`config.mk`:
```
export PLATFORM = sky130hd
export DESIGN_NAME = pll1_analog_config_regs
export DESIGN_NICKNAME = d
export VERILOG_FILES = /design/src/shared/pll1_cfg_pkg.sv /design/src/logic/cfg_byte_cell.sv /design/src/logic/lock_code_select.sv /design/src/logic/pll1_analog_config_regs.sv
export SDC_FILE = /design/constraint.sdc
export NUM_CORES = 1
export LEC_CHECK = 0
export BUFFER_PORTS_ARGS = -buffer_cell sky130_fd_sc_hd__buf_2
export CORE_ASPECT_RATIO = 1.5
export CORE_MARGIN = 1.5
export CORE_UTILIZATION = 47
export DETAILED_ROUTE_END_ITERATION = 7
export PLACE_DENSITY_LB_ADDON = 0.2
export SETUP_SLACK_MARGIN = 0.05
export SLEW_MARGIN = 10
export SYNTH_ARGS = -nofsm -noshare
export SYNTH_HDL_FRONTEND = slang
export SYNTH_SLANG_ARGS = --single-unit
```
`constraint.sdc`:
```
create_clock -name core_clk_in -period 1.5 [get_ports core_clk_in]
set_input_delay 0.15 -clock core_clk_in [delete_from_list [all_inputs] [get_ports core_clk_in]]
set_output_delay 0.15 -clock core_clk_in [all_outputs]
set_load 0.01 [all_outputs]
```
`src/shared/pll1_cfg_pkg.sv`:
```
// constants and types for the second pll analog configuration bank
package pll1_cfg_pkg;

    // ************************************************************
    // bus widths
    // ************************************************************
    localparam int ADDR_W = 16;
    localparam int DATA_W = 8;
    localparam int CODE_W = 5;

    // ************************************************************
    // register addresses
    // ************************************************************
    localparam logic [15:0] LOOP_FILTER_ADDR = 16'h00b0;
    localparam logic [15:0] MODE_LOCK_ADDR   = 16'h00b1;
    localparam logic [15:0] VCO_A_CODE_ADDR  = 16'h00b2;
    localparam logic [15:0] VCO_B_CODE_ADDR  = 16'h00b3;

    // ************************************************************
    // field positions
    // ************************************************************
    localparam int PUMP_LSB   = 5;
    localparam int PUMP_MSB   = 7;
    localparam int RES_LSB    = 3;
    localparam int RES_MSB    = 4;
    localparam int CAP_LSB    = 1;
    localparam int CAP_MSB    = 2;
    localparam int POLE_BIT   = 0;
    localparam int SYNTH_BIT  = 3;
    localparam int ACC_BIT    = 1;
    localparam int OVR_BIT    = 0;
    localparam int CHOICE_BIT = 5;
    localparam int CODE_MSB   = 4;

    // ************************************************************
    // field reset values
    // ************************************************************
    localparam logic [2:0] PUMP_RST   = 3'h4;
    localparam logic [1:0] RES_RST    = 2'h1;
    localparam logic [1:0] CAP_RST    = 2'h1;
    localparam logic       POLE_RST   = 1'h1;
    localparam logic       ACC_RST    = 1'h1;
    localparam logic       OVR_RST    = 1'h0;
    localparam logic       SYNTH_RST  = 1'h0;
    localparam logic       CHOICE_RST = 1'h1;
    localparam logic [4:0] VCO_A_RST  = 5'h0b;
    localparam logic [4:0] VCO_B_RST  = 5'h00;

    // ************************************************************
    // whole register reset values and implemented bit masks
    // ************************************************************
    localparam logic [7:0] LOOP_FILTER_RST  = {PUMP_RST, RES_RST, CAP_RST, POLE_RST};
    localparam logic [7:0] MODE_LOCK_RST    = {4'h0, SYNTH_RST, 1'h0, ACC_RST, OVR_RST};
    localparam logic [7:0] VCO_A_CODE_RST   = {2'h0, CHOICE_RST, VCO_A_RST};
    localparam logic [7:0] VCO_B_CODE_RST   = {3'h0, VCO_B_RST};
    localparam logic [7:0] LOOP_FILTER_MASK = 8'hff;
    localparam logic [7:0] MODE_LOCK_MASK   = 8'h0b;
    localparam logic [7:0] VCO_A_CODE_MASK  = 8'h3f;
    localparam logic [7:0] VCO_B_CODE_MASK  = 8'h1f;
    localparam logic [7:0] READ_UNMAPPED    = 8'h00;

    // ************************************************************
    // address decode result
    // ************************************************************
    typedef enum logic [2:0] {
        SEL_NONE        = 3'b000,
        SEL_LOOP_FILTER = 3'b001,
        SEL_MODE_LOCK   = 3'b010,
        SEL_VCO_A_CODE  = 3'b011,
        SEL_VCO_B_CODE  = 3'b100
    } reg_sel_type;

endpackage

```
`src/logic/cfg_byte_cell.sv`:
```
// one byte configuration register with reset value and implemented-bit mask
`timescale 1ns/1ps
module cfg_byte_cell
    import pll1_cfg_pkg::*;
#(
    parameter logic [7:0] RESET_VALUE = 8'h00,
    parameter logic [7:0] WRITE_MASK  = 8'hff
) (
    // clock and reset
    input  wire logic             core_clk_in,
    input  wire logic             rst_b_in,
    // write side
    input  wire logic             wr_en_in,
    input  wire logic [DATA_W-1:0] wdata_in,
    // stored value
    output logic      [DATA_W-1:0] value_out
);

    logic [DATA_W-1:0] value_q;

    // ************************************************************
    // storage, reserved bits never stored
    // ************************************************************
    always_ff @(posedge core_clk_in) begin
        if (!rst_b_in) begin
            value_q <= RESET_VALUE & WRITE_MASK;
        end else if (wr_en_in) begin
            value_q <= wdata_in & WRITE_MASK;
        end
    end

    assign value_out = value_q;
endmodule

```
`src/logic/lock_code_select.sv`:
```
// picks the lock code and vco handed to the analog core
`timescale 1ns/1ps
module lock_code_select
    import pll1_cfg_pkg::*;
(
    // clock and reset
    input  wire logic              core_clk_in,
    input  wire logic              rst_b_in,
    // selection controls
    input  wire logic              manual_lock_override_in,
    input  wire logic              manual_vco_choice_in,
    input  wire logic [CODE_W-1:0] vco_a_lock_code_in,
    input  wire logic [CODE_W-1:0] vco_b_lock_code_in,
    input  wire logic [CODE_W-1:0] auto_lock_code_in,
    input  wire logic              auto_vco_a_in,
    // applied selection
    output logic      [CODE_W-1:0] applied_lock_code_out,
    output logic                   applied_vco_a_out
);

    logic [CODE_W-1:0] code_q;
    logic              vco_a_q;

    // ************************************************************
    // manual or automatic lock source
    // ************************************************************
    always_ff @(posedge core_clk_in) begin
        if (!rst_b_in) begin
            code_q  <= VCO_A_RST;
            vco_a_q <= CHOICE_RST;
        end else if (manual_lock_override_in) begin
            vco_a_q <= manual_vco_choice_in;
            code_q  <= manual_vco_choice_in ? vco_a_lock_code_in : vco_b_lock_code_in;
        end else begin
            vco_a_q <= auto_vco_a_in;
            code_q  <= auto_lock_code_in;
        end
    end

    assign applied_lock_code_out = code_q;
    assign applied_vco_a_out     = vco_a_q;

endmodule

```
`src/logic/pll1_analog_config_regs.sv`:
```
// register bank holding the analog configuration of the second pll
`timescale 1ns/1ps
module pll1_analog_config_regs
    import pll1_cfg_pkg::*;
(
    // clock and reset
    input  wire logic              core_clk_in,
    input  wire logic              rst_b_in,
    // register access port
    input  wire logic [ADDR_W-1:0] reg_addr_in,
    input  wire logic              reg_wr_en_in,
    input  wire logic              reg_rd_en_in,
    input  wire logic [DATA_W-1:0] reg_wdata_in,
    output logic      [DATA_W-1:0] reg_rdata_out,
    output logic                   reg_rdata_valid_out,
    output logic                   reg_hit_out,
    // loop filter and pump controls
    output logic      [2:0]        pump_current_sel_out,
    output logic      [1:0]        filter_series_res_sel_out,
    output logic      [1:0]        filter_parallel_cap_sel_out,
    output logic                   second_pole_sel_out,
    // mode and lock controls
    output logic                   lock_count_accuracy_out,
    output logic                   manual_lock_override_out,
    output logic                   synth_only_mode_out,
    output logic                   manual_vco_choice_out,
    output logic      [CODE_W-1:0] vco_a_lock_code_out,
    output logic      [CODE_W-1:0] vco_b_lock_code_out,
    // lock state from the digital pll
    input  wire logic [CODE_W-1:0] auto_lock_code_in,
    input  wire logic              auto_vco_a_in,
    // lock selection applied to the analog core
    output logic      [CODE_W-1:0] applied_lock_code_out,
    output logic                   applied_vco_a_out
);

    reg_sel_type       sel;
    logic [DATA_W-1:0] loop_filter_value;
    logic [DATA_W-1:0] mode_lock_value;
    logic [DATA_W-1:0] vco_a_value;
    logic [DATA_W-1:0] vco_b_value;
    logic [DATA_W-1:0] read_mux;
    logic [DATA_W-1:0] rdata_q;
    logic              rdata_valid_q;
    logic              wr_loop_filter;
    logic              wr_mode_lock;
    logic              wr_vco_a;
    logic              wr_vco_b;

    // ************************************************************
    // address decode
    // ************************************************************
    // consecutive byte map
    always_comb begin
        case (reg_addr_in)
            LOOP_FILTER_ADDR: sel = SEL_LOOP_FILTER;
            MODE_LOCK_ADDR:   sel = SEL_MODE_LOCK;
            VCO_A_CODE_ADDR:  sel = SEL_VCO_A_CODE;
            VCO_B_CODE_ADDR:  sel = SEL_VCO_B_CODE;
            default:          sel = SEL_NONE;
        endcase
    end

    assign reg_hit_out    = (sel != SEL_NONE);
    assign wr_loop_filter = reg_wr_en_in && (sel == SEL_LOOP_FILTER);
    assign wr_mode_lock   = reg_wr_en_in && (sel == SEL_MODE_LOCK);
    assign wr_vco_a       = reg_wr_en_in && (sel == SEL_VCO_A_CODE);
    assign wr_vco_b       = reg_wr_en_in && (sel == SEL_VCO_B_CODE);

    // ************************************************************
    // register storage
    // ************************************************************
    // pump, resistor, capacitor, pole byte
    cfg_byte_cell #(
        .RESET_VALUE (LOOP_FILTER_RST),
        .WRITE_MASK  (LOOP_FILTER_MASK)
    ) loop_filter_cell (
        .core_clk_in (core_clk_in),
        .rst_b_in    (rst_b_in),
        .wr_en_in    (wr_loop_filter),
        .wdata_in    (reg_wdata_in),
        .value_out   (loop_filter_value)
    );

    cfg_byte_cell #(
        .RESET_VALUE (MODE_LOCK_RST),
        .WRITE_MASK  (MODE_LOCK_MASK)
    ) mode_lock_cell (
        .core_clk_in (core_clk_in),
        .rst_b_in    (rst_b_in),
        .wr_en_in    (wr_mode_lock),
        .wdata_in    (reg_wdata_in),
        .value_out   (mode_lock_value)
    );

    cfg_byte_cell #(
        .RESET_VALUE (VCO_A_CODE_RST),
        .WRITE_MASK  (VCO_A_CODE_MASK)
    ) vco_a_cell (
        .core_clk_in (core_clk_in),
        .rst_b_in    (rst_b_in),
        .wr_en_in    (wr_vco_a),
        .wdata_in    (reg_wdata_in),
        .value_out   (vco_a_value)
    );

    cfg_byte_cell #(
        .RESET_VALUE (VCO_B_CODE_RST),
        .WRITE_MASK  (VCO_B_CODE_MASK)
    ) vco_b_cell (
        .core_clk_in (core_clk_in),
        .rst_b_in    (rst_b_in),
        .wr_en_in    (wr_vco_b),
        .wdata_in    (reg_wdata_in),
        .value_out   (vco_b_value)
    );

    // ************************************************************
    // field outputs to the analog core
    // ************************************************************
    // pump field slice
    assign pump_current_sel_out        = loop_filter_value[PUMP_MSB:PUMP_LSB];
    assign filter_series_res_sel_out   = loop_filter_value[RES_MSB:RES_LSB];
    assign filter_parallel_cap_sel_out = loop_filter_value[CAP_MSB:CAP_LSB];
    assign second_pole_sel_out         = loop_filter_value[POLE_BIT];
    assign lock_count_accuracy_out     = mode_lock_value[ACC_BIT];
    assign manual_lock_override_out    = mode_lock_value[OVR_BIT];
    assign synth_only_mode_out         = mode_lock_value[SYNTH_BIT];
    assign manual_vco_choice_out       = vco_a_value[CHOICE_BIT];
    assign vco_a_lock_code_out         = vco_a_value[CODE_MSB:0];
    assign vco_b_lock_code_out         = vco_b_value[CODE_MSB:0];

    // ************************************************************
    // lock source selection
    // ************************************************************
    // override picks manual codes
    lock_code_select lock_select (
        .core_clk_in             (core_clk_in),
        .rst_b_in                (rst_b_in),
        .manual_lock_override_in (manual_lock_override_out),
        .manual_vco_choice_in    (manual_vco_choice_out),
        .vco_a_lock_code_in      (vco_a_lock_code_out),
        .vco_b_lock_code_in      (vco_b_lock_code_out),
        .auto_lock_code_in       (auto_lock_code_in),
        .auto_vco_a_in           (auto_vco_a_in),
        .applied_lock_code_out   (applied_lock_code_out),
        .applied_vco_a_out       (applied_vco_a_out)
    );

    // ************************************************************
    // read path
    // ************************************************************
    // read returns stored value
    always_comb begin
        case (sel)
            SEL_LOOP_FILTER: read_mux = loop_filter_value;
            SEL_MODE_LOCK:   read_mux = mode_lock_value;
            SEL_VCO_A_CODE:  read_mux = vco_a_value;
            SEL_VCO_B_CODE:  read_mux = vco_b_value;
            default:         read_mux = READ_UNMAPPED;
        endcase
    end

    always_ff @(posedge core_clk_in) begin
        if (!rst_b_in) begin
            rdata_q <= READ_UNMAPPED;
        end else if (reg_rd_en_in) begin
            rdata_q <= read_mux;
        end
    end

    always_ff @(posedge core_clk_in) begin
        if (!rst_b_in) begin
            rdata_valid_q <= 1'h0;
        end else begin
            rdata_valid_q <= reg_rd_en_in;
        end
    end

    assign reg_rdata_out       = rdata_q;
    assign reg_rdata_valid_out = rdata_valid_q;
endmodule

```
# Word-level counts from Yosys, hierarchy flattened
# Index checks and enable logic that the tools add are counted.
# op_classes
eq_ne	8
n_mux	5
reduce_logical	5
# op_table
operator	count
$eq A16 B8 Y1 const B	4
$pmux W8 S4	1
$pmux W3 S4	1
$mux W5	2
$eq A3 B2 Y1 const B	2
$logic_and A1 B1 Y1	4
$eq A3 B1 Y1 const B	1
$eq A3 B3 Y1 const B	1
$reduce_bool A3 Y1	1
$mux W1	1
# word_totals
register_bits	37
inputBits	34
out_inout_bits	38
elab_cells	26

# Logic depth before layout (Yosys ltp)
# logic_depth
word_depth	4
depth_mapped	5
depth_no_buf	4

# Cells and area by module
# A second synthesis with hierarchy kept.
# unflattened
hier_cells	165
hier_area_um2	1793.0
# by_module_without_submodules
mod	instances	cells_per_inst	area_per_inst_um2	seq_area_each_um2
pll1_analog_config_regs	1	58	633.1	180.2
cfg_byte_cell (loop_filter_cell)	1	25	291.5	160.2
lock_code_select	1	25	264.0	120.1
cfg_byte_cell (vco_a_cell)	1	22	237.7	120.1
cfg_byte_cell (vco_b_cell)	1	20	219.0	100.1
cfg_byte_cell (mode_lock_cell)	1	15	147.6	60.1

# Worst setup path after synthesis
# OpenSTA, ideal clock, no wires.
# synth_timing
kind	input to register
startpoint	input reg_addr_in[0]
endpoint	register rdata_q[0], in the netlist reg_rdata_out[0]
setup_ns	0.117
arrival_ns	1.122
required_time_ns	1.383
slack_ns	0.260
cell_stages	3
path_buffers	1
cell_sequence	buf_2 -> mux4_2 -> a32o_1
# synth_between
elab_chain_len	4
word_cells_on_any_way	10
classes_between	eq/ne (8); mux (2)
# synth_lines
item	line	text
from (decl)	pll1_analog_config_regs.sv:10	input wire logic [ADDR_W-1:0] reg_addr_in,
$eq A16 B8 Y1	pll1_analog_config_regs.sv:55	case (reg_addr_in)
$pmux W3 S4 *	pll1_analog_config_regs.sv:55	
$eq A3 B3 Y1 (tied with other cells)	pll1_analog_config_regs.sv:155	case (sel)
$pmux W8 S4 *	pll1_analog_config_regs.sv:155	
to (signal assigned)	pll1_analog_config_regs.sv:168	rdata_q <= read_mux;
to (decl)	pll1_analog_config_regs.sv:43	logic [DATA_W-1:0] rdata_q;
# Every way passes the cells marked *; elsewhere a longest branch is shown, timed or not.
# A chain may end at the register's enable or synchronous reset.

# Worst setup path after layout
# layout_timing
startpoint	register vco_a_cell.value_q[5], in the netlist vco_a_cell.value_out[5]
endpoint	output manual_vco_choice_out
# layout_rtl
item	line	text
from (decl)	cfg_byte_cell.sv:19	logic [DATA_W-1:0] value_q;
from (signal assigned)	cfg_byte_cell.sv:26	value_q <= RESET_VALUE & WRITE_MASK;
from (signal assigned)	cfg_byte_cell.sv:28	value_q <= wdata_in & WRITE_MASK;
to (decl)	pll1_analog_config_regs.sv:26	output logic manual_vco_choice_out,
# No word-level cell between the ends.

==> flow_metrics.py <==
metrics = {
    "status": {
        "status": "finished, final reports clean",
    },
    "clock_tree": {
        "cts_sinks": 37,
        "cts_tree": "yes",
        "clock_latency_ps": 290,
        "clockBufferDepth": 2,
        "cts-root-buf": "clkbuf_8",
        "ctsResizeCount": 0,
        "cts_made_buffers": 5,
        "hold_buffers": 0,
        "cts_max_level": 2,
        "postCtsSetupBuffers": 0,
        "clk_pin_slew_ps": 70,
    },
    "place": {
        "placed_area_um2": 2110,
        "gp_congestion": 0.751,
        "port_buffers": 71,
        "dp_hpwl_mm": 2.95,
    },
    "synth": {
        "yosysWarnings": 0,
        "synth_ff_type": "dfxtp_1",
        "ys_seq_area_share_pct": 43.8,
        "synth_nets": 200,
        "ys_top_cells_by_area": "dfxtp_1 (44%), mux2i_1 (17%), nand2_1 (7.1%)",
        "ys_ff_latch": 37,
        "syn_area_per_cell_um2": 10.2,
        "synth_top_cell_by_area": "dfxtp_1",
        "synth_cell_types": 29,
        "synth_top_area_share_pct": 43.8,
        "synth_area_um2": 1690,
        "synth_commonest_cells": "dfxtp_1 (37), nand2_1 (32), mux2i_1 (29), nor2b_1 (15), clkbuf_1 (8)",
        "synth-edff-count": 0,
        "synth_most_common_cell": "dfxtp_1",
        "synthCells": 166,
        "async_flop_share_pct": 0,
    },
    "power": {
        "leakage_nw": 1.05,
        "p_per_area_nw_per_um2": 833,
        "vdd_drop_max_mv": 0.730,
    },
    "worst_setup_path": {
        "worst-path-max-fanout": 8,
        "crit_family": "flip-flops",
        "critPathCaptureType": "output pin",
        "slowest_delay_ps": 620,
        "arrival_ps": 1230,
        "cp.required_ps": 1350,
        "critPathSlowestCell": "dfxtp_1",
        "crit_type": "flip-flop to output pin",
        "ff2ff_path_depth": 4,
        "path_buf_inv": 2,
        "r2r_slack_ps": 280,
        "r2r-start": "vco_a_cell.value_out[5]",
        "r2r-end": "lock_select.applied_lock_code_out[1]",
        "cp-start-kind": "flip-flop",
        "path_cells": "buf_4 > buf_2",
    },
    "global_route": {
        "top_usage_layer": "met2",
        "grt.met1_usage_pct": 24.2,
        "grt_pass1_wl_mm": 6.42,
        "grt_pass1_vias": 1406,
        "globalRouteMet3Util_pct": 5.29,
        "antenna_found_initial": 0,
        "grt.overflow.total": 0,
        "grt_usage_pct": 21.3,
        "grt_use_met2_pct": 36.8,
        "grt_max_degree": 21,
    },
    "die": {
        "initial_utilization_pct": 49.6,
        "fp-row-count": 26,
        "die_h_um": 76.5,
        "io_pins": 72,
        "dieArea_um2": 3980,
        "die_w_um": 52,
        "core_um2": 3420,
    },
    "route": {
        "wl_per_cell_um": 13.7,
        "via_per_inst": 5.12,
        "vias": 1443,
        "wl_mm": 3.87,
        "drc": 0,
        "drt_iter0_drc": 26,
        "firstDrtPassIters": 3,
        "ant_nets": 0,
    },
    "flow_run": {
        "maxCapViolations": 0,
    },
    "finish": {
        "drive_above_1_share_pct": 40.4,
        "diodes": 0,
        "final_nets": 274,
        "syn_to_final_growth_pct": 29.7,
        "stdcell_area_um2": 2200,
        "fillers": 322,
    },
    "timing": {
        "slew_headroom_pct": 68.1,
        "hold_slack_ps": 81.6,
        "slew_viol_final": 0,
        "tightest_slew_ps": 478,
        "period_share_pct": 91.8,
        "finalClockSkew_ps": 7.54,
        "fmax_mhz": 727,
        "rsz0062_at_grt": "no",
        "setup_viol": 0,
        "fin_crit_ps": 1380,
        "hold_violations": 0,
    },
    "min_path": {
        "hp-class": "input pin to flip-flop",
        "holdPathStages": 3,
        "min_to": "lock_select.applied_lock_code_out[0]",
        "hp-start": "auto_lock_code_in[0]",
    },
}
## stage by stage
step / cells / worst slack [ps] / utilization [%] / power, mW / TNS, ps
finish: 282 / 124 / 64.3 / 1.83 / 0
global route: 282 / 85.2 / 64.3 / 1.89 / 0
CTS: 282 / 117 / 64.3 / 1.85 / 0
detailed placement: 275 / -12.8 / 61.8 / 1.16 / -12.8
global placement: 275 / 38.2 / 61.8 / 1.16 / 0
floorplan: 166 / 260 / - / 1.09 / 0
## final cells by class
class                           instances  area [um2]  area share, %
Sequential cell                        37         741           33.7
Clock buffer                            7        86.3           3.93
Timing Repair Buffer                   81         443           20.2
Multi-Input combinational cell        115         873           39.8
Tap cell                               42        52.6           2.39
## placed cells by master, fill, tap and decap left out, types with 3 or more instances in the layout
master | Yosys | layout
nand2b_1 | 3 | 3
dfxtp_1 | 37 | 37
nor2_1 | 3 | 3
o21ai_0 | 3 | 3
nand2_1 | 32 | 32
mux4_2 | 3 | 3
mux2i_1 | 29 | 29
nor2b_1 | 15 | 15
clkbuf_8 | 0 | 6
buf_4 | 1 | 9
a32o_1 | 3 | 3
a21boi_1 | 3 | 3
buf_2 | 3 | 71
## logic make-up after synthesis
logic type,after synthesis,synth area share (%)
flops,37,43.8
mux,34,22.5
buf+inv,14,4.66
compound gates,15,6.65
simple gates,66,22.5
## worst max path at each step
stage,from,end,slack [ps],cells past startpoint
2_1_floorplan,reg_addr_in[0],reg_rdata_out[0],260,3
3_3_place_gp,reg_addr_in[8],loop_filter_cell.value_out[7],40,6
3_5_place_dp,reg_addr_in[8],loop_filter_cell.value_out[5],-10,6
4_1_cts,vco_a_cell.value_out[5],manual_vco_choice_out,120,2
5_1_grt,vco_a_cell.value_out[5],manual_vco_choice_out,90,2
6_report,vco_a_cell.value_out[5],manual_vco_choice_out,120,2
## routing by layer
layer	share of wire (%)	up-vias
li1	-	725
met1	40	662
met2	52	50
met3	6.2	6
met4	1.8	0
met5	0	-
## power by group
part	switching (mW)	internal [mW]	total (mW)
clock network	0.323	0.364	0.688
logic	0.0739	0.0727	0.147
registers	0.00204	0.992	0.994
total	0.399	1.43	1.83
## sequential cells by signal, summed over array words and instances, names as in the netlist
register,cells
vco_b_cell.value_out,5
reg_rdata_out,8
vco_a_cell.value_out,6
lock_select.applied_vco_a_out,1
loop_filter_cell.value_out,8
mode_lock_cell.value_out,3
lock_select.applied_lock_code_out,5
reg_rdata_valid_out,1
## tightest hold or removal path: stages
cell and delay [ps]:
buf_2 70, o21ai_0 60, nand2_1 60
Power figures use the tool's default switching activity.
